$ cat src/inc/fcc_consts.vh
// Constants of the flash control command unit.
`ifndef FCC_CONSTS_VH
`define FCC_CONSTS_VH

// ----------------------------------------------------------------------------
// Instruction codes
// ----------------------------------------------------------------------------
`define FCC_OP_WEN_CODE    8'h06
`define FCC_OP_WRDIS_CODE  8'h04
`define FCC_OP_CLRST_CODE  8'h30
`define FCC_OP_ECCST_CODE  8'h18
`define FCC_OP_BTRD_CODE   8'h14
`define FCC_OP_BTWR_CODE   8'h15
`define FCC_OP_LPNV_CODE   8'h43
`define FCC_OP_REGWR_CODE  8'h01
`define FCC_OP_BANKA_CODE  8'hb9

// ----------------------------------------------------------------------------
// Bit counts at which a command or its address is complete or its output starts
// ----------------------------------------------------------------------------
`define FCC_CNT_OPC        9'h008
`define FCC_CNT_LPNV       9'h010
`define FCC_CNT_REGWR_S    9'h010
`define FCC_CNT_REGWR_L    9'h018
`define FCC_CNT_BTWR       9'h028
`define FCC_CNT_ECC_ADDR   9'h028
`define FCC_CNT_ECC_OUT    9'h030

// ----------------------------------------------------------------------------
// Status register one fields
// ----------------------------------------------------------------------------
`define FCC_SR_BUSY        0
`define FCC_SR_LATCH       1
`define FCC_SR_EERR        5
`define FCC_SR_PERR        6

// ----------------------------------------------------------------------------
// Boot configuration register layout, register reset values and correction unit step
// ----------------------------------------------------------------------------
`define FCC_BC_EN          0
`define FCC_BC_DLY_LSB     1
`define FCC_BC_DLY_MSB     8
`define FCC_BC_ADR_LSB     9
`define FCC_BC_ADR_MSB     31
`define FCC_BC_RST         32'h00000000
`define FCC_LP_RST         8'h00
`define FCC_ECC_STEP       32'h00000010

// ----------------------------------------------------------------------------
// Timing
// ----------------------------------------------------------------------------
`define FCC_CLK_PERIOD_NS  20
`define FCC_NV_WRITE_NS    10000
`define FCC_NV_WRITE_CYC   (`FCC_NV_WRITE_NS / `FCC_CLK_PERIOD_NS)

`endif

$ cat src/hw/fcc_top.v
// Flash control command unit: register commands, correction status, boot read.
//
// Summary of operation
// RQ1 - Write-enable instruction sets the write-enable latch, status bit 1.
// RQ2 - Write-disable instruction clears the write-enable latch.
// RQ3 - Latch commands act only when select rises right after the eighth bit.
// RQ4 - Write-disable is ignored while write-in-progress is set.
// RQ5 - Clear-status clears both fail flags, always accepted, latch untouched.
// RQ6 - Correction status read: unit address, eight dummies, status byte sixteen times.
// RQ7 - Select still low: continue with next unit, sixteen times each.
// RQ8 - Boot-read enabled: after reset, stream code from start address on select.
// RQ9 - Boot output waits the 8-bit start-delay count of clocks.
// RQ10 - Host sends no command during the boot start delay.
// RQ11 - Host limits clock to 50, 133 or 104 MHz by delay and quad.
// RQ12 - Boot start address is a 23-bit field of 512-byte blocks, default zero.
// RQ13 - Boot streams until select rises, then never again until reset.
// RQ14 - Quad bit set: boot code four bits per clock, else serial.
// RQ15 - Boot register read: low byte first, MSB first, repeating every 32 clocks.
// RQ16 - Boot register write needs latch and select rising right after bit 40.
// RQ17 - Boot register write sets erase or program fail flag by failing phase.
// RQ18 - Valid boot write runs self-timed with write-in-progress, then clears latch.
// RQ19 - Learn pattern program needs latch and select rising right after eight data bits.
// RQ20 - Learn pattern program holds write-in-progress, flags program fail, clears latch.
// RQ21 - Quad bit set disables write-protect pin hardware protection.
// RQ22 - Register write right after bank access loads the bank register.
// RQ23 - Any other command or select cycle ends bank access.
// RQ24 - Writes without the write-enable latch are rejected with no effect.
`timescale 1ns/1ps
`include "fcc_consts.vh"
`default_nettype none

module fcc_top (
  // System clock and reset
  input  wire        CLOCK,
  input  wire        RESETN,
  // Serial pins from the host
  input  wire        CS_N,
  input  wire        SCK,
  input  wire        SI,
  input  wire        WP_N,
  // Data lines driven by the device
  output wire [3:0]  IO_OUT,
  output wire [3:0]  IO_OE,
  // Configuration and array side
  input  wire        QUAD_EN,
  input  wire        ERASE_FAIL,
  input  wire        PROGRAM_FAIL,
  output wire [31:0] ECC_ADDR,
  input  wire [7:0]  ECC_STATUS,
  output wire [31:0] BOOT_ADDR,
  input  wire [7:0]  BOOT_DATA,
  // Register contents and write strobes
  output wire [7:0]  STATUS,
  output wire [31:0] BOOT_CFG,
  output wire [7:0]  LEARN_PATTERN,
  output wire        HW_PROTECT,
  output reg         REG_WR_STATUS,
  output reg         REG_WR_BANK,
  output wire [15:0] REG_WR_DATA
);

  // --------------------------------------------------------------------------
  // Modes of a select cycle (one-hot)
  // --------------------------------------------------------------------------
  localparam [4:0] M_IDLE = 5'h01;
  localparam [4:0] M_CMD  = 5'h02;
  localparam [4:0] M_ECC  = 5'h04;
  localparam [4:0] M_BTRD = 5'h08;
  localparam [4:0] M_BOOT = 5'h10;
  localparam [31:0] NV_CYC_W = `FCC_NV_WRITE_CYC;
  localparam [9:0]  NV_CYC   = NV_CYC_W[9:0];

  reg  [2:0]  sck_s_r, csn_s_r, si_s_r, wp_s_r;
  reg         sck_q_r, csn_q_r, wp_q_r;
  reg  [4:0]  mode_r;
  reg  [31:0] sr_r;
  reg  [8:0]  tot_r;
  reg  [7:0]  cmd_r;
  reg  [7:0]  out_cnt_r;
  reg         out_en_r, out_quad_r, hold_r;
  reg  [3:0]  io_out_r;
  reg  [31:0] ecc_addr_r, boot_addr_r;
  reg         wlatch_r, eerr_r, perr_r, bank_r, boot_armed_r;
  reg  [9:0]  busy_cnt_r;
  reg         op_btwr_r;
  reg  [31:0] pend_r;
  // Non-volatile contents start blank and are not touched by a reset.
  reg  [31:0] boot_cfg_r = `FCC_BC_RST;
  reg  [7:0]  learn_r    = `FCC_LP_RST;
  reg  [15:0] regwr_r;

  // --------------------------------------------------------------------------
  // Pin filtering: a level counts once the second and third stage agree.
  // --------------------------------------------------------------------------
  wire       sck_ok   = (sck_s_r[1] == sck_s_r[2]);
  wire       csn_ok   = (csn_s_r[1] == csn_s_r[2]);
  wire       sck_rise = sck_ok & sck_s_r[2] & ~sck_q_r & ~csn_q_r;
  wire       sck_fall = sck_ok & ~sck_s_r[2] & sck_q_r & ~csn_q_r;
  wire       cs_fall  = csn_ok & ~csn_s_r[2] & csn_q_r;
  wire       cs_rise  = csn_ok & csn_s_r[2] & ~csn_q_r;
  wire       busy     = (busy_cnt_r != 10'h000);
  wire [7:0] dly      = boot_cfg_r[`FCC_BC_DLY_MSB:`FCC_BC_DLY_LSB];
  wire       boot_go  = boot_armed_r & boot_cfg_r[`FCC_BC_EN];

  wire [31:0] sr_nxt  = {sr_r[30:0], si_s_r[2]};
  wire [8:0]  tot_nxt = (tot_r == 9'h1ff) ? tot_r : tot_r + 9'h001;
  wire        opc_end = sck_rise & (mode_r == M_CMD) & (tot_nxt == `FCC_CNT_OPC);

  // Events that begin an output stream.
  wire st_btrd = opc_end & (sr_nxt[7:0] == `FCC_OP_BTRD_CODE);
  wire st_ecc  = sck_rise & (mode_r == M_ECC) & (tot_nxt == `FCC_CNT_ECC_OUT);
  wire st_bt0  = cs_fall & boot_go & (dly == 8'h00);
  wire st_btn  = sck_rise & (mode_r == M_BOOT) & (dly != 8'h00) &
                 (tot_nxt == {1'b0, dly}); // [RQ9]
  wire start   = st_btrd | st_ecc | st_bt0 | st_btn;
  wire emit    = start | (sck_fall & out_en_r & ~hold_r);

  // --------------------------------------------------------------------------
  // Element being emitted: its index, source byte and line values.
  // --------------------------------------------------------------------------
  reg  [4:0] em_mode;
  reg  [7:0] em_n;
  reg  [7:0] em_byte;
  reg        em_quad;
  reg  [3:0] em_val;
  reg        em_last;

  always @* begin
    em_mode = st_btrd ? M_BTRD : ((st_bt0 | st_btn) ? M_BOOT : mode_r);
    em_n    = start ? 8'h00 : out_cnt_r + 8'h01;
    em_quad = start ? (QUAD_EN & (em_mode == M_BOOT)) : out_quad_r; // [RQ14]
    case (em_mode)
      M_BTRD:  em_byte = boot_cfg_r[{em_n[4:3], 3'h0} +: 8]; // [RQ15]
      M_ECC:   em_byte = ECC_STATUS;                          // [RQ6]
      M_BOOT:  em_byte = BOOT_DATA;                           // [RQ8]
      default: em_byte = 8'h00;
    endcase
    if (em_quad) begin
      em_val  = em_n[0] ? em_byte[3:0] : em_byte[7:4];
      em_last = em_n[0];
    end else begin
      em_val  = {2'b00, em_byte[~em_n[2:0]], 1'b0};
      em_last = (em_n[2:0] == 3'h7);
    end
  end

  // --------------------------------------------------------------------------
  // Input synchronisers and filtered levels.
  // --------------------------------------------------------------------------
  always @(posedge CLOCK or negedge RESETN) begin
    if (!RESETN) begin
      sck_s_r <= 3'h0;
      csn_s_r <= 3'h7;
      si_s_r  <= 3'h0;
      wp_s_r  <= 3'h7;
      sck_q_r <= 1'b0;
      csn_q_r <= 1'b1;
      wp_q_r  <= 1'b1;
    end else begin
      sck_s_r <= {sck_s_r[1:0], SCK};
      csn_s_r <= {csn_s_r[1:0], CS_N};
      si_s_r  <= {si_s_r[1:0], SI};
      wp_s_r  <= {wp_s_r[1:0], WP_N};
      if (sck_ok)
        sck_q_r <= sck_s_r[2];
      if (csn_ok)
        csn_q_r <= csn_s_r[2];
      if (wp_s_r[1] == wp_s_r[2])
        wp_q_r <= wp_s_r[2];
    end
  end

  // --------------------------------------------------------------------------
  // Serial framing, decode and output streaming.
  // --------------------------------------------------------------------------
  always @(posedge CLOCK or negedge RESETN) begin
    if (!RESETN) begin
      mode_r      <= M_IDLE;
      sr_r        <= 32'h00000000;
      tot_r       <= 9'h000;
      cmd_r       <= 8'h00;
      out_cnt_r   <= 8'h00;
      out_en_r    <= 1'b0;
      out_quad_r  <= 1'b0;
      hold_r      <= 1'b0;
      io_out_r    <= 4'h0;
      ecc_addr_r  <= 32'h00000000;
      boot_addr_r <= 32'h00000000;
    end else begin
      if (cs_fall) begin
        // A boot stream replaces opcode parsing on the first cycle. [RQ8]
        mode_r      <= boot_go ? M_BOOT : M_CMD;
        tot_r       <= 9'h000;
        out_en_r    <= 1'b0;
        boot_addr_r <= {boot_cfg_r[`FCC_BC_ADR_MSB:`FCC_BC_ADR_LSB], 9'h000}; // [RQ12]
      end else if (cs_rise) begin
        mode_r   <= M_IDLE;
        out_en_r <= 1'b0; // [RQ13]
      end else if (sck_rise) begin
        sr_r  <= sr_nxt;
        tot_r <= tot_nxt;
        if (opc_end) begin
          cmd_r <= sr_nxt[7:0];
          if (sr_nxt[7:0] == `FCC_OP_ECCST_CODE)
            mode_r <= M_ECC;
          else if (sr_nxt[7:0] == `FCC_OP_BTRD_CODE)
            mode_r <= M_BTRD;
        end
        // Unit address with its low four bits forced to zero. [RQ6]
        if (mode_r == M_ECC && tot_nxt == `FCC_CNT_ECC_ADDR)
          ecc_addr_r <= {sr_nxt[31:4], 4'h0};
      end
      if (emit && !cs_rise) begin
        out_en_r   <= 1'b1;
        out_cnt_r  <= em_n;
        out_quad_r <= em_quad;
        io_out_r   <= em_val;
        // Boot address steps once per finished byte.
        if (em_mode == M_BOOT && em_last)
          boot_addr_r <= boot_addr_r + 32'h00000001;
        // After sixteen copies move on to the next unit. [RQ7]
        if (em_mode == M_ECC && em_n[6:0] == 7'h7f)
          ecc_addr_r <= ecc_addr_r + `FCC_ECC_STEP;
      end
      // A stream started on a rise keeps its first element over the next
      // fall, otherwise the host would never sample that element.
      if (cs_fall || cs_rise)
        hold_r <= 1'b0;
      else if (st_btrd || st_ecc || st_btn)
        hold_r <= 1'b1;
      else if (sck_fall)
        hold_r <= 1'b0;
    end
  end

  // --------------------------------------------------------------------------
  // Command execution at select rise and self-timed writes.
  // Flags set by a finishing write win over a clear in the same cycle.
  // --------------------------------------------------------------------------
  wire ex     = cs_rise & (mode_r == M_CMD);
  wire ex8    = ex & (tot_r == `FCC_CNT_OPC); // [RQ3]
  wire ex_wen = ex8 & (cmd_r == `FCC_OP_WEN_CODE) & ~busy;
  wire ex_wds = ex8 & (cmd_r == `FCC_OP_WRDIS_CODE) & ~busy; // [RQ4]
  wire ex_clr = ex8 & (cmd_r == `FCC_OP_CLRST_CODE);
  wire ex_bnk = ex8 & (cmd_r == `FCC_OP_BANKA_CODE);
  wire ex_btw = ex & (cmd_r == `FCC_OP_BTWR_CODE) & (tot_r == `FCC_CNT_BTWR) &
                wlatch_r & ~busy; // [RQ16] [RQ24]
  wire ex_lpn = ex & (cmd_r == `FCC_OP_LPNV_CODE) & (tot_r == `FCC_CNT_LPNV) &
                wlatch_r & ~busy; // [RQ19] [RQ24]
  wire ex_rw  = ex & (cmd_r == `FCC_OP_REGWR_CODE) & wlatch_r & ~busy &
                ((tot_r == `FCC_CNT_REGWR_S) | (tot_r == `FCC_CNT_REGWR_L));
  wire done   = (busy_cnt_r == 10'h001);

  always @(posedge CLOCK or negedge RESETN) begin
    if (!RESETN) begin
      wlatch_r      <= 1'b0;
      eerr_r        <= 1'b0;
      perr_r        <= 1'b0;
      bank_r        <= 1'b0;
      boot_armed_r  <= 1'b1;
      busy_cnt_r    <= 10'h000;
      op_btwr_r     <= 1'b0;
      pend_r        <= 32'h00000000;
      regwr_r       <= 16'h0000;
      REG_WR_STATUS <= 1'b0;
      REG_WR_BANK   <= 1'b0;
    end else begin
      REG_WR_STATUS <= 1'b0;
      REG_WR_BANK   <= 1'b0;
      if (cs_rise) begin
        boot_armed_r <= 1'b0;   // [RQ13]
        bank_r       <= ex_bnk; // [RQ23]
      end
      if (ex_wen)
        wlatch_r <= 1'b1; // [RQ1]
      if (ex_wds)
        wlatch_r <= 1'b0; // [RQ2]
      if (ex_clr) begin
        eerr_r <= 1'b0; // [RQ5]
        perr_r <= 1'b0; // [RQ5]
      end
      if (ex_rw) begin
        regwr_r <= (tot_r == `FCC_CNT_REGWR_S) ? {8'h00, sr_r[7:0]} : sr_r[15:0];
        // Directly after bank access the write goes to the bank register.
        REG_WR_BANK   <= bank_r;  // [RQ22]
        REG_WR_STATUS <= ~bank_r; // [RQ23]
      end
      if (ex_btw || ex_lpn) begin
        busy_cnt_r <= NV_CYC; // [RQ18] [RQ20]
        op_btwr_r  <= ex_btw;
        // Boot data arrives low byte first; reassemble the word.
        pend_r <= ex_btw ? {sr_r[7:0], sr_r[15:8], sr_r[23:16], sr_r[31:24]}
                         : {24'h000000, sr_r[7:0]};
      end else if (busy) begin
        busy_cnt_r <= busy_cnt_r - 10'h001;
      end
      if (done) begin
        wlatch_r <= 1'b0; // [RQ18] [RQ20]
        if (op_btwr_r) begin
          // The erase phase runs first, so its failure is reported alone.
          if (ERASE_FAIL)
            eerr_r <= 1'b1; // [RQ17]
          else if (PROGRAM_FAIL)
            perr_r <= 1'b1; // [RQ17]
        end else if (PROGRAM_FAIL) begin
          perr_r <= 1'b1; // [RQ20]
        end
      end
    end
  end

  // Non-volatile registers load only on a clean finish and keep their value
  // through a hardware reset, so the reset that arms a boot still sees it. [RQ8]
  wire nv_ok = done & ~PROGRAM_FAIL & ~(op_btwr_r & ERASE_FAIL);
  always @(posedge CLOCK) begin
    if (nv_ok && op_btwr_r)
      boot_cfg_r <= pend_r;
    if (nv_ok && !op_btwr_r)
      learn_r <= pend_r[7:0];
  end

  // --------------------------------------------------------------------------
  // Outputs.
  // --------------------------------------------------------------------------
  assign IO_OUT        = io_out_r;
  assign IO_OE         = out_en_r ? (out_quad_r ? 4'hf : 4'h2) : 4'h0; // [RQ14]
  assign ECC_ADDR      = ecc_addr_r;
  assign BOOT_ADDR     = boot_addr_r;
  assign STATUS        = {1'b0, perr_r, eerr_r, 3'h0, wlatch_r, busy};
  assign BOOT_CFG      = boot_cfg_r;
  assign LEARN_PATTERN = learn_r;
  assign REG_WR_DATA   = regwr_r;
  // The protect pin doubles as data line two in quad mode. [RQ21]
  assign HW_PROTECT    = ~QUAD_EN & ~wp_q_r;

endmodule // fcc_top

`default_nettype wire

$ cat config.mk
export PLATFORM = sky130hd
export DESIGN_NAME = fcc_top
export DESIGN_NICKNAME = d
export VERILOG_FILES = /design/src/hw/fcc_top.v
export VERILOG_INCLUDE_DIRS = /design/src /design/src/inc
export SDC_FILE = /design/constraint.sdc
export NUM_CORES = 1
export LEC_CHECK = 0
export ABC_AREA = 1
export BUFFER_PORTS_ARGS = -buffer_cell sky130_fd_sc_hd__buf_4
export CAP_MARGIN = 10
export CORE_ASPECT_RATIO = 1.25
export CORE_MARGIN = 2
export CORE_UTILIZATION = 30
export CTS_BUF_LIST = sky130_fd_sc_hd__clkbuf_16
export DETAILED_ROUTE_END_ITERATION = 8
export SLEW_MARGIN = 30
export SYNTH_ARGS = -nofsm -noshare
export SYNTH_HDL_FRONTEND = slang
export SYNTH_SLANG_ARGS = --single-unit
$ cat constraint.sdc
create_clock -name CLOCK -period 5.5 [get_ports CLOCK]
set_input_delay 0.55 -clock CLOCK [delete_from_list [all_inputs] [get_ports CLOCK]]
set_output_delay 0.55 -clock CLOCK [all_outputs]
set_load 0.01 [all_outputs]
==> implementation parameters, run 1 <==
Parameter                              Value

Clock network
  Insertion delay of the later-clocked pin in the worst-skew pair ... 0.56 ns
  Post-cts gate resize count ... 0
  Number of setup buffers added after CTS ... 0
  Clock tree from TritonCTS ... done
  Number of hold-repair buffers added at the cts stage ... 0
  CTS Buf Count ... 28
  Clock Tree Root ... sky130_fd_sc_hd__clkbuf_16
  Clock transition at the registers of the reported paths ... 0.06 ns
  Number of sinks on the clock net ... 253
  Maximum number of buffers from clock root to sink ... 3
  CTS H-Tree Depth ... 1

Outcome
  Status ... completed

Floorplan
  Placeable Area ... 42800 sq um
  Die height ... 236 um
  Overall die area ... 44800 sq um
  Horiz. Die Dim ... 190 um
  # rows ... 85
  Num ports ... 164
  Initial Utilization ... 30.2%

Critical path
  Type of the setup path with the least slack ... reg2reg
  Crit path capture type ... register
  Data arrival at the endpoint of the critical path ... 4.64 ns
  Worst Setup Start Kind ... register
  Slack of the worst reg-to-reg path ... 1.29 ns
  Worst-path fanout max ... 33
  Data required time at the worst endpoint ... 5.93 ns

Place
  Final HPWL from detailed placement ... 28.4 mm
  PortBufs ... 159
  RD Place Congestion ... 0.907
  Cell total after placement ... 2240

Routing
  Starting DRC count in detailed routing ... 651
  Post-detailed-route wirelength per cell ... 16.4 um
  Final ANT Viol Nets ... 0
  Number of vias in the routed layout ... 10800
  Total detailed-routing wirelength ... 37.7 mm
  # DRC ... 0
  Number of vias per cell ... 4.70
  Detailed-router iteration count before antenna repair ... 5

Pwr
  PwrDens ... 276 nW/um^2
  PnR Total Power ... 0.00428 W
  VDD IR max ... 0.000249 V
  Total leakage power ... 7.51 nW

Timing
  Worst clock skew ... 0.0282 ns
  Unrepaired setup endpoints after global routing ... false
  Final hold slack ... 0.0190 ns
  Setup TNS Final ... 0 ns
  Normalized max-slew margin ... 42.4%
  Final Max Tran Viols ... 0
  Endpoints failing setup ... 0
  Final worst path period share ... 76.6%
  Shortest clock period the worst path allows after layout ... 4.21 ns
  Highest clock frequency the design can meet ... 0.237 GHz
  Endpoints failing hold ... 0
  Measured slew at the worst slew-check pin ... 0.861 ns

Logic synthesis
  Distinct cell type count of the synthesized netlist ... 60
  Number of instances in the synthesized netlist ... 1559
  EDFF count, synth ... 40
  Netlist area before placement ... 12900 sq um
  Mean area per synthesized cell ... 8.29 sq um
  Warnings from Yosys ... 0
  Flops & latches, synth ... 253
  Top flip-flop cell by instance count after synthesis ... sky130_fd_sc_hd__dfrtp_1
  Post-synth ARST share ... 84.2%
  Share of synthesized area occupied by flip-flops and latches ... 50.6%

GRT
  Leftover overflow at the end of global routing ... 0
  Pin count of the biggest net entering global routing ... 117
  Initial antenna violation count ... 0
  First-pass GRT wire length ... 59.6 mm
  Aggregate global-route resource usage ... 16.8%
  Number of global-route vias before repair ... 10600

Cells and area
  Filler Cells Inserted ... 4455
  Post-route non-filler standard cell count ... 2292
  Diodes inserted ... 0
  Post-layout util ... 36.3%
  Area taken by flip-flops and latches ... 6540 sq um
  Final-stage net count ... 1741
  Fraction of final layout cells sized beyond drive strength 1 ... 15.7%
  Area taken by multi-input logic gates ... 5260 sq um
  Synthesis-to-finish area growth ... 19.9%

Min path
  Min-Delay Path Class ... in2async

Flow run
  Total of max-cap violations ... 0
==> worst paths after layout <==
path                       startpoint       endpoint  cells past startpoint
hold reg to reg             si_s_r[1]      si_s_r[2]                      0
hold / removal                 RESETN  REG_WR_STATUS                      1
setup / recovery             tot_r[1]    ECC_ADDR[6]                     22
max in group asynchronous      RESETN       sr_r[12]                      2
min in group CLOCK               WP_N      wp_s_r[0]                      1
setup reg to reg             tot_r[1]    ECC_ADDR[6]                     22
==> cell type report <==
cell class	instances	share of cell area, %
Tap cell	565	4.56
Inverter	226	5.49
Clock buffer	30	4.84
Sequential cell	253	42.2
Timing Repair Buffer	168	8.26
Clock inverter	22	0.710
Multi-Input combinational cell	1028	33.9
==> cell usage in the layout, fill, tap and decap left out, types with 9 or more instances in the layout <==
master                      instances
sky130_fd_sc_hd__ha_1              11
sky130_fd_sc_hd__o22ai_1            9
sky130_fd_sc_hd__xnor2_1           12
sky130_fd_sc_hd__nand3_1           95
sky130_fd_sc_hd__o21ai_0          127
sky130_fd_sc_hd__nand2_1          383
sky130_fd_sc_hd__clkbuf_16         30
sky130_fd_sc_hd__o31ai_1           10
sky130_fd_sc_hd__xor2_1            46
sky130_fd_sc_hd__nand4_1           15
sky130_fd_sc_hd__nor2_1           126
sky130_fd_sc_hd__inv_1            224
sky130_fd_sc_hd__a21oi_1           19
sky130_fd_sc_hd__o21ai_1           44
sky130_fd_sc_hd__nor3_1            20
sky130_fd_sc_hd__dfstp_2           10
sky130_fd_sc_hd__nor4_1             9
sky130_fd_sc_hd__dfrtp_1          203
sky130_fd_sc_hd__inv_2              9
sky130_fd_sc_hd__o211ai_1          24
sky130_fd_sc_hd__buf_4            166
sky130_fd_sc_hd__edfxtp_1          40
==> logic make-up after synthesis <==
logic type	synth area share, %
compound gates	11.5
xor+xnor	3.93
fa+ha+maj	1.14
buf+inv	8.89
flops	50.6
mux	0.261
other cells	0.0290
simple gates	23.7
==> metrics by stage <==
step	setup slack [ns]	area, sq um
floorplan	2.46	12900
global placement	1.38	14600
detailed placement	1.32	14600
CTS	1.29	15500
global route	0.887	15500
finish	1.29	15500
==> cells in the mapped netlist, types with 2 or more instances <==
master | n | area share (%)
sky130_fd_sc_hd__nand3_1 | 95 | 3.7
sky130_fd_sc_hd__buf_6 | 5 | 0.44
sky130_fd_sc_hd__o31ai_1 | 10 | 0.58
sky130_fd_sc_hd__clkinv_1 | 2 | 0.058
sky130_fd_sc_hd__nor2_2 | 4 | 0.19
sky130_fd_sc_hd__edfxtp_1 | 40 | 9.3
sky130_fd_sc_hd__nor3b_1 | 2 | 0.12
sky130_fd_sc_hd__clkinv_2 | 2 | 0.077
sky130_fd_sc_hd__nand2_1 | 384 | 11
sky130_fd_sc_hd__o211ai_1 | 24 | 1.4
sky130_fd_sc_hd__dfstp_2 | 10 | 2.0
sky130_fd_sc_hd__nor4_1 | 9 | 0.44
sky130_fd_sc_hd__buf_4 | 13 | 0.75
sky130_fd_sc_hd__o21ai_0 | 127 | 4.9
sky130_fd_sc_hd__nand2_2 | 6 | 0.29
sky130_fd_sc_hd__o21ai_1 | 44 | 1.7
sky130_fd_sc_hd__o31ai_2 | 3 | 0.29
sky130_fd_sc_hd__nor2_4 | 2 | 0.17
sky130_fd_sc_hd__nand3_2 | 6 | 0.46
sky130_fd_sc_hd__nand4_1 | 15 | 0.73
sky130_fd_sc_hd__nand2_4 | 2 | 0.17
sky130_fd_sc_hd__o21a_1 | 4 | 0.23
sky130_fd_sc_hd__ha_1 | 11 | 1.1
sky130_fd_sc_hd__clkbuf_1 | 32 | 0.93
sky130_fd_sc_hd__mux2_2 | 3 | 0.26
sky130_fd_sc_hd__o22ai_1 | 9 | 0.44
sky130_fd_sc_hd__nor3_2 | 5 | 0.39
sky130_fd_sc_hd__o221ai_1 | 2 | 0.14
sky130_fd_sc_hd__xnor2_1 | 12 | 0.81
sky130_fd_sc_hd__o21bai_1 | 2 | 0.12
sky130_fd_sc_hd__inv_1 | 214 | 6.2
sky130_fd_sc_hd__dfrtp_1 | 203 | 39
sky130_fd_sc_hd__xor2_1 | 46 | 3.1
sky130_fd_sc_hd__buf_2 | 5 | 0.19
sky130_fd_sc_hd__nor3_1 | 20 | 0.77
sky130_fd_sc_hd__a32o_1 | 2 | 0.15
sky130_fd_sc_hd__inv_2 | 8 | 0.23
sky130_fd_sc_hd__a21oi_1 | 19 | 0.74
sky130_fd_sc_hd__nor2_1 | 128 | 3.7
sky130_fd_sc_hd__o41ai_1 | 2 | 0.14
sky130_fd_sc_hd__nand3b_1 | 3 | 0.17
sky130_fd_sc_hd__a21o_1 | 3 | 0.17
sky130_fd_sc_hd__a31oi_1 | 4 | 0.19
==> state kept, by name, indices dropped and copies added, names as in the netlist, 5 cells and up <==
signal         cells
LEARN_PATTERN      8
sr_r              32
busy_cnt_r        10
mode_r             5
cmd_r              8
BOOT_ADDR         32
pend_r            32
REG_WR_DATA       16
tot_r              9
BOOT_CFG          32
ECC_ADDR          32
out_cnt_r          7
==> per-layer routing <==
| layer | track usage (%) | vias to the layer above | wire length (um) |
|---|---|---|---|
| li1 | - | 5337 | - |
| met1 | 22.0 | 5069 | 16200 |
| met2 | 28.4 | 318 | 18200 |
| met3 | 2.81 | 58 | 2260 |
| met4 | 5.38 | 0 | 1030 |
| met5 | 0 | - | 0 |
==> worst max-delay path, cell delays in order, from the launching register on <==
cell and delay, ns:
sky130_fd_sc_hd__dfrtp_1 0.40, sky130_fd_sc_hd__ha_1 0.27, sky130_fd_sc_hd__nand2_2 0.10, sky130_fd_sc_hd__nor2_4 0.15
sky130_fd_sc_hd__nand3_2 0.30, sky130_fd_sc_hd__nand2_1 0.18, sky130_fd_sc_hd__nand2_1 0.14, sky130_fd_sc_hd__nand2_1 0.09
sky130_fd_sc_hd__nand2_1 0.07, sky130_fd_sc_hd__nor2_1 0.14, sky130_fd_sc_hd__nand3_2 0.16, sky130_fd_sc_hd__nand2_1 0.11
sky130_fd_sc_hd__inv_2 0.06, sky130_fd_sc_hd__nand2_2 0.09, sky130_fd_sc_hd__nand2_2 0.10, sky130_fd_sc_hd__nor2_8 0.19
sky130_fd_sc_hd__inv_2 0.08, sky130_fd_sc_hd__nor4_4 0.15, sky130_fd_sc_hd__nand3_2 0.57, sky130_fd_sc_hd__clkinv_2 0.46
sky130_fd_sc_hd__nand3_1 0.11, sky130_fd_sc_hd__o21ai_1 0.09, sky130_fd_sc_hd__inv_1 0.06
==> report_power, final <==
| part | internal (W) | switching, W | leakage [nW] |
|---|---|---|---|
| Combinational | 0.000168 | 0.000290 | 3.72 |
| Clock | 0.000980 | 0.000770 | 0.460 |
| Sequential | 0.00198 | 0.0000937 | 3.33 |
No activity file was read; power rests on OpenSTA's default activity.
==> inputs of run 2 (changes only) <==
==> constraint.sdc (replaced) <==
create_clock -name CLOCK -period 3.6 [get_ports CLOCK]
set_input_delay 0.36 -clock CLOCK [delete_from_list [all_inputs] [get_ports CLOCK]]
set_output_delay 0.36 -clock CLOCK [all_outputs]
set_load 0.01 [all_outputs]
==> run 2 against run 1 <==
  * Wire length up 3.6%
  * Critical path depth did not move
  * Hold slack gained 0.050 ns
  * Clock-buffer cell count is 2 lower
==> implementation parameters, run 2 (synthesized netlist as in run 1, its figures left out) <==
Parameter                              Value

Outcome
  Status ... completed

Pwr
  Total leakage power ... 7.69 nW (+2.3%)
  PnR Total Power ... 0.00669 W (+56%)
  VDD IR max ... 0.000327 V (+31%)
  PwrDens ... 422 nW/um^2 (+53%)

Critical path
  FF-to-FF Start ... tot_r[0]
  Delay of the slowest cell on the worst path ... 0.41 ns (-0.16 ns)
  Worst-path fanout max ... 18 (-45%)
  Slowest stage cell, crit path ... sky130_fd_sc_hd__dfrtp_1
  Worst Setup Start Kind ... register
  Type of the setup path with the least slack ... reg2reg
  Data required time at the worst endpoint ... 4.05 ns (-1.88 ns)
  Worst R2R Path Depth ... 22 (unchanged)
  Slack of the worst reg-to-reg path ... 0.24 ns (-1.05 ns)
  Crit path capture type ... register
  Origin of the worst setup path ... tot_r[0]
  Cell-by-cell trace of the critical path ... ha_2 > nand2_2 > nor2_4 > nand3_4 > nand2_1 > nand2_1 > nand2_1 > nand2_1 > nor2_1 > nand3_2 > nand2_1 > inv_2 > nand2_2 > nand2_2 > nor2_8 > inv_2 > nor4_4 > nand3_2 > inv_4 > nand3_1 > o21ai_1 > inv_1
  Data arrival at the endpoint of the critical path ... 3.80 ns (-0.84 ns)
  Cell mode on critical path ... sky130_fd_sc_hd__nand2_1
  Reg-to-reg endpoint ... ECC_ADDR[6]
  Last element of the critical path ... ECC_ADDR[6]

Cells and area
  Final-stage net count ... 1779 (+2.2%)
  Post-layout util ... 37.1% (+0.83 points)
  Diodes inserted ... 0 (unchanged)
  Most frequent standard cell in the layout excluding fill and tap cells ... sky130_fd_sc_hd__nand2_1
  Synthesis-to-finish area growth ... 22.7%
  Fraction of final layout cells sized beyond drive strength 1 ... 17.5% (+1.8 points)
  Highest-count cells in the layout ignoring fill and taps ... sky130_fd_sc_hd__nand2_1, sky130_fd_sc_hd__inv_1, sky130_fd_sc_hd__dfrtp_1, sky130_fd_sc_hd__buf_4, sky130_fd_sc_hd__nor2_1

Floorplan
  Overall die area ... 44800 sq um (unchanged)
  Horiz. Die Dim ... 190 um (unchanged)
  Num ports ... 164 (unchanged)
  # rows ... 85 (unchanged)
  Initial Utilization ... 30.2% (unchanged)
  Placeable Area ... 42800 sq um (unchanged)
  Die height ... 236 um (unchanged)

Place
  RD Place Congestion ... 0.871 (-4.0%)
  PortBufs ... 159 (unchanged)
  Final HPWL from detailed placement ... 29.1 mm (+2.5%)
  Dpl ws ... 0.00675 ns (-1.31 ns)

Timing
  Setup TNS Final ... 0 ns (unchanged)
  Final worst path period share ... 93.2% (+17 points)
  Measured slew at the worst slew-check pin ... 0.836 ns (-0.0251 ns)
  Worst setup margin ... 0.243 ns (-1.05 ns)
  Worst clock skew ... 0.0304 ns (+0.00218 ns)
  Endpoints failing hold ... 0 (unchanged)
  Final Max Tran Viols ... 0 (unchanged)
  Endpoints failing setup ... 0 (unchanged)
  Shortest clock period the worst path allows after layout ... 3.36 ns (-0.854 ns)
  Unrepaired setup endpoints after global routing ... false
  Final hold slack ... 0.0694 ns (+0.0504 ns)
  Highest clock frequency the design can meet ... 0.298 GHz (+25%)
  Normalized max-slew margin ... 44.0% (+1.7 points)

GRT
  Pin count of the biggest net entering global routing ... 82 (-30%)
  Number of global-route vias before repair ... 11000 (+3.6%)
  Initial antenna violation count ... 0 (unchanged)
  First-pass GRT wire length ... 61.6 mm (+3.4%)
  Leftover overflow at the end of global routing ... 0 (unchanged)
  Aggregate global-route resource usage ... 17.4% (+0.50 points)

Clock network
  Clock Tree Root ... sky130_fd_sc_hd__clkbuf_16
  Number of sinks on the clock net ... 253 (unchanged)
  CTS Buf Count ... 28 (unchanged)
  CTS H-Tree Depth ... 1 (unchanged)
  Clock tree from TritonCTS ... done
  Maximum number of buffers from clock root to sink ... 3 (unchanged)
  Clock transition at the registers of the reported paths ... 0.06 ns (about the same)
  Insertion delay of the later-clocked pin in the worst-skew pair ... 0.58 ns (+0.02 ns)

Routing
  Final ANT Viol Nets ... 0 (unchanged)
  Number of vias per cell ... 4.73 (+0.64%)
  Detailed-router iteration count before antenna repair ... 8 (+3)
  Post-detailed-route wirelength per cell ... 16.8 um (+2.0%)
  Number of vias in the routed layout ... 11000 (+2.3%)
  Total detailed-routing wirelength ... 39.0 mm (+3.6%)
  # DRC ... 0 (unchanged)
  Starting DRC count in detailed routing ... 655 (+0.61%)

Min path
  Min-Delay Path Class ... in2reg

Flow run
  Total of max-cap violations ... 0 (unchanged)
==> run 2: cell count changes in the layout (fill, tap and decap cells not counted), moves of 3 or more <==
cell / change
sky130_fd_sc_hd__buf_4: +30
sky130_fd_sc_hd__dlygate4sd3_1: +5
sky130_fd_sc_hd__inv_1: -5
sky130_fd_sc_hd__clkinv_1: +3
==> run 2: area by class of cell <==
type	count	area, sq um
clock inverter	23	170
fill	4465	26900
sequential	253	6540
timing repair buffer	205	1590
tap	565	707
clock buffer	28	701
inverter	226	853
multi-input combinational	1029	5300
==> run 2: what timing repair did <==
item | CTS | global route
resized for setup | 0 | 12
hold buffers | 5 | 0
setup endpoints to repair | 0 | 64
setup buffers | 0 | 2
hold endpoints to repair | 72 | 0
==> run 2: power by group <==
| part | switching (W) | internal [W] |
|---|---|---|
| registers | 0.000146 | 0.00302 |
| logic | 0.000460 | 0.000280 |
| clock network | 0.00122 | 0.00156 |
==> run 2: metrics by stage <==
stage	cells	area (sq um)
2_1_floorplan	1562	12900
3_3_place_gp	2270	14900
3_5_place_dp	2270	14900
4_1_cts	2326	15800
5_1_grt	2329	15900
6_report	2329	15900
==> run 2: worst min-delay path by stage <==
stage	start	to	slack, ns	cells after the start
final	ERASE_FAIL	eerr_r	0.07	2
after global routing	PROGRAM_FAIL	perr_r	0.06	2
after CTS	ERASE_FAIL	eerr_r	0.04	2
after detailed placement	si_s_r[1]	si_s_r[2]	0.34	0
after global placement	si_s_r[1]	si_s_r[2]	0.34	0
after floorplan	RESETN	BOOT_ADDR[0]	0.06	0
==> run 2: critical path: cells and delay by family, from the launching register on <==
family | cells | cell delay (ns)
simple gates | 16 | 2.10
flops | 1 | 0.41
buf+inv | 4 | 0.41
compound gates | 1 | 0.09
fa+ha+maj | 1 | 0.25
==> run 2: per-layer routing <==
metal / part of all wire [%] / vias to the layer above / GRT usage [%]
met5: 0 / - / 0
met3: 5.5 / 67 / 2.86
met1: 43 / 5254 / 22.6
met4: 3.1 / 0 / 5.94
met2: 48 / 301 / 29.1
li1: - / 5404 / -
==> inputs of run 3 (changes only) <==
--- a/config.mk
+++ b/config.mk
@@ -11,9 +11,10 @@
 export CAP_MARGIN = 10
 export CORE_ASPECT_RATIO = 1.25
 export CORE_MARGIN = 2
-export CORE_UTILIZATION = 30
+export CORE_UTILIZATION = 53
 export CTS_BUF_LIST = sky130_fd_sc_hd__clkbuf_16
 export DETAILED_ROUTE_END_ITERATION = 8
+export PLACE_DENSITY = 0.77
 export SLEW_MARGIN = 30
 export SYNTH_ARGS = -nofsm -noshare
 export SYNTH_HDL_FRONTEND = slang
==> run 3 against run 2 <==
  * Fmax shrank 0.75%
  * Total power is 4.8% lower
  * Worst setup slack lost 0.025 ns
  * Sequential cell count unchanged
  * Utilization up 28 points
==> implementation parameters, run 3 (synthesized netlist as in run 1, its figures left out) <==
Parameter                              Value

Floorplan
  Die height ... 179 um (-24%)
  Num ports ... 164 (unchanged)
  # rows ... 63 (-26%)
  Placeable Area ... 23900 sq um (-44%)
  Initial Utilization ... 54.1% (+24 points)
  Overall die area ... 25700 sq um (-43%)
  Horiz. Die Dim ... 144 um (-24%)

Routing
  Final ANT Viol Nets ... 0 (unchanged)
  Detailed-router iteration count before antenna repair ... 6 (-2)
  Number of vias in the routed layout ... 11300 (+2.1%)
  Post-detailed-route wirelength per cell ... 16.7 um (-0.66%)
  Total detailed-routing wirelength ... 34.6 mm (-11%)
  Starting DRC count in detailed routing ... 901 (+38%)
  # DRC ... 0 (unchanged)
  Number of vias per cell ... 5.42 (+15%)

GRT
  Pin count of the biggest net entering global routing ... 108 (+32%)
  Number of global-route vias before repair ... 10800 (-1.2%)
  Initial antenna violation count ... 0 (unchanged)
  Aggregate global-route resource usage ... 27.2% (+9.8 points)
  First-pass GRT wire length ... 55.3 mm (-10%)
  Leftover overflow at the end of global routing ... 0 (unchanged)

Pwr
  Reported net switching power ... 0.00167 W (-8.6%)
  Combinational share of power ... 11.3% (+0.2 points)
  Sequential fraction of design power ... 49.6% (+2.2 points)
  Internal power component ... 0.00469 W (-3.4%)
  PnR Total Power ... 0.00637 W (-4.8%)
  Share of total power consumed by net switching ... 26.3% (-1.1 points)
  VDD IR max ... 0.000356 V (+8.8%)
  Total leakage power ... 7.61 nW (-0.97%)
  Share of total power in the clock network ... 39.1% (-2.5 points)
  PwrDens ... 413 nW/um^2 (-2.2%)

Min path
  Number of instances on the worst hold path ... 2 (unchanged)
  Worst hold start ... ERASE_FAIL
  Min-Delay Path Class ... in2reg
  Min-Delay Endpoint ... eerr_r

Critical path
  Delay of the slowest cell on the worst path ... 0.40 ns (about the same)
  Worst Setup Start Kind ... register
  Reg-to-reg endpoint ... BOOT_ADDR[2]
  Slowest stage cell, crit path ... sky130_fd_sc_hd__dfrtp_1
  Worst R2R Path Depth ... 21 (-4.5%)
  Slack of the worst reg-to-reg path ... 0.22 ns (-0.03 ns)
  Count of buffering cells on the critical path with inverters included ... 3 (-1)
  Worst path depth ... 21 (-4.5%)
  Cell-by-cell trace of the critical path ... ha_2 > nand2_2 > nor2_4 > nand3_2 > nand3_1 > nor2_1 > nand2_1 > nor2_1 > nand3_1 > nand2_1 > nand3b_1 > inv_1 > nand2_1 > nor3_4 > inv_2 > o21ai_4 > nand2_4 > inv_4 > nand2_1 > nor2_1 > a21oi_1
  FF-to-FF Start ... tot_r[0]
  Data arrival at the endpoint of the critical path ... 3.78 ns (-0.02 ns)
  Cell family contributing the most delay on the critical path ... simple AND/OR/NAND/NOR gates
  Worst-path fanout max ... 16 (-2)
  Type of the setup path with the least slack ... reg2reg
  Data required time at the worst endpoint ... 3.99 ns (-0.06 ns)
  Crit path capture type ... register
  Cell mode on critical path ... sky130_fd_sc_hd__nand2_1

Timing
  Worst setup margin ... 0.218 ns (-0.0252 ns)
  Measured slew at the worst slew-check pin ... 0.826 ns (-0.0106 ns)
  Final Max Tran Viols ... 0 (unchanged)
  Setup TNS Final ... 0 ns (unchanged)
  Final hold slack ... 0.110 ns (+0.0409 ns)
  Shortest clock period the worst path allows after layout ... 3.38 ns (+0.0252 ns)
  Worst clock skew ... 0.0103 ns (-0.0201 ns)
  Highest clock frequency the design can meet ... 0.296 GHz (-0.75%)
  Final worst path period share ... 93.9% (+0.70 points)
  Endpoints failing hold ... 0 (unchanged)
  Endpoints failing setup ... 0 (unchanged)
  Normalized max-slew margin ... 45.0% (+0.91 points)

Clock network
  Maximum number of buffers from clock root to sink ... 3 (unchanged)
  Clock transition at the registers of the reported paths ... 0.06 ns (about the same)
  CTS Buf Count ... 25 (-11%)
  Clock tree from TritonCTS ... done
  Insertion delay of the later-clocked pin in the worst-skew pair ... 0.52 ns (-0.06 ns)
  CTS H-Tree Depth ... 1 (unchanged)
  Number of sinks on the clock net ... 253 (unchanged)
  Clock Tree Root ... sky130_fd_sc_hd__clkbuf_16

Cells and area
  Fraction of final layout cells sized beyond drive strength 1 ... 16.9% (-0.60 points)
  Diodes inserted ... 0 (unchanged)
  Final-stage net count ... 1768 (-0.62%)
  Most frequent standard cell in the layout excluding fill and tap cells ... sky130_fd_sc_hd__nand2_1
  Synthesis-to-finish area growth ... 19.4%
  Highest-count cells in the layout ignoring fill and taps ... sky130_fd_sc_hd__nand2_1, sky130_fd_sc_hd__inv_1, sky130_fd_sc_hd__dfrtp_1, sky130_fd_sc_hd__buf_4

Place
  PortBufs ... 159 (unchanged)
  Dpl ws ... 0.0633 ns (+0.0566 ns)
  Final HPWL from detailed placement ... 25.7 mm (-12%)
  RD Place Congestion ... 0.945 (+8.6%)

Outcome
  Status ... completed

Flow run
  Total of max-cap violations ... 0 (unchanged)
-- run 3: how the worst max path moves through the flow --
| stage | from | to | slack [ns] |
|---|---|---|---|
| finish | tot_r[0] | BOOT_ADDR[2] | 0.22 |
| floorplan | busy_cnt_r[5] | BOOT_CFG[0] | 0.56 |
| detailed placement | tot_r[0] | ECC_ADDR[6] | 0.06 |
| global placement | tot_r[0] | IO_OUT[1] | 0.19 |
| global route | tot_r[0] | BOOT_ADDR[2] | -0.01 |
| CTS | tot_r[0] | ECC_ADDR[24] | 0.06 |
-- run 3: power by group through the flow --
stage,Sequential [W],Combinational (W),Clock [W]
2_1_floorplan,0.00320,0.000398,0
3_3_place_gp,0.00320,0.000693,0
3_5_place_dp,0.00321,0.000709,0
4_1_cts,0.00315,0.000718,0.00254
5_1_grt,0.00317,0.000804,0.00266
6_report,0.00316,0.000716,0.00249
-- run 3: layout make-up --
cell class,instances,area (sq um)
clock buffers,25,626
clock inverters,20,146
fillers,2018,8450
inverters,226,856
multi-input cells,1029,5290
flip-flops and latches,253,6540
well taps,325,407
repair buffers,197,1570
-- run 3: repair_timing --
action                                 in CTS  in global routing
setup endpoints to repair                   0                 64
buffers inserted                            0                  3
hold buffers                                5                  0
resized for setup                           0                 10
endpoints found under the hold margin     105                  0
-- run 3: worst reg2reg max path, stage by stage, from the launching register on --
cell,delay [ns]
sky130_fd_sc_hd__dfrtp_1,0.40
sky130_fd_sc_hd__ha_2,0.25
sky130_fd_sc_hd__nand2_2,0.09
sky130_fd_sc_hd__nor2_4,0.19
sky130_fd_sc_hd__nand3_2,0.20
sky130_fd_sc_hd__nand3_1,0.22
sky130_fd_sc_hd__nor2_1,0.08
sky130_fd_sc_hd__nand2_1,0.06
sky130_fd_sc_hd__nor2_1,0.06
sky130_fd_sc_hd__nand3_1,0.10
sky130_fd_sc_hd__nand2_1,0.05
sky130_fd_sc_hd__nand3b_1,0.29
sky130_fd_sc_hd__inv_1,0.16
sky130_fd_sc_hd__nand2_1,0.11
sky130_fd_sc_hd__nor3_4,0.20
sky130_fd_sc_hd__inv_2,0.09
sky130_fd_sc_hd__o21ai_4,0.11
sky130_fd_sc_hd__nand2_4,0.10
sky130_fd_sc_hd__inv_4,0.17
sky130_fd_sc_hd__nand2_1,0.12
sky130_fd_sc_hd__nor2_1,0.14
sky130_fd_sc_hd__a21oi_1,0.07
-- run 3: through the flow --
stage / cell area (sq um) / utilization [%] / std cells
global route: 15400 / 64.6 / 2075
floorplan: 12900 / - / 1562
detailed placement: 14500 / 60.9 / 2021
global placement: 14500 / 60.9 / 2021
CTS: 15400 / 64.3 / 2071
finish: 15400 / 64.6 / 2075
-- run 3: layer usage --
metal  wire, um  vias up  share of wire (%)  track usage (%)
met4       1290        0                3.7             10.9
met1      14400     5367                 42             36.1
met3       2160       92                6.3             3.28
li1           -     5378                  -                -
met2      16700      416                 48             45.5
met5          0        -                  0                0
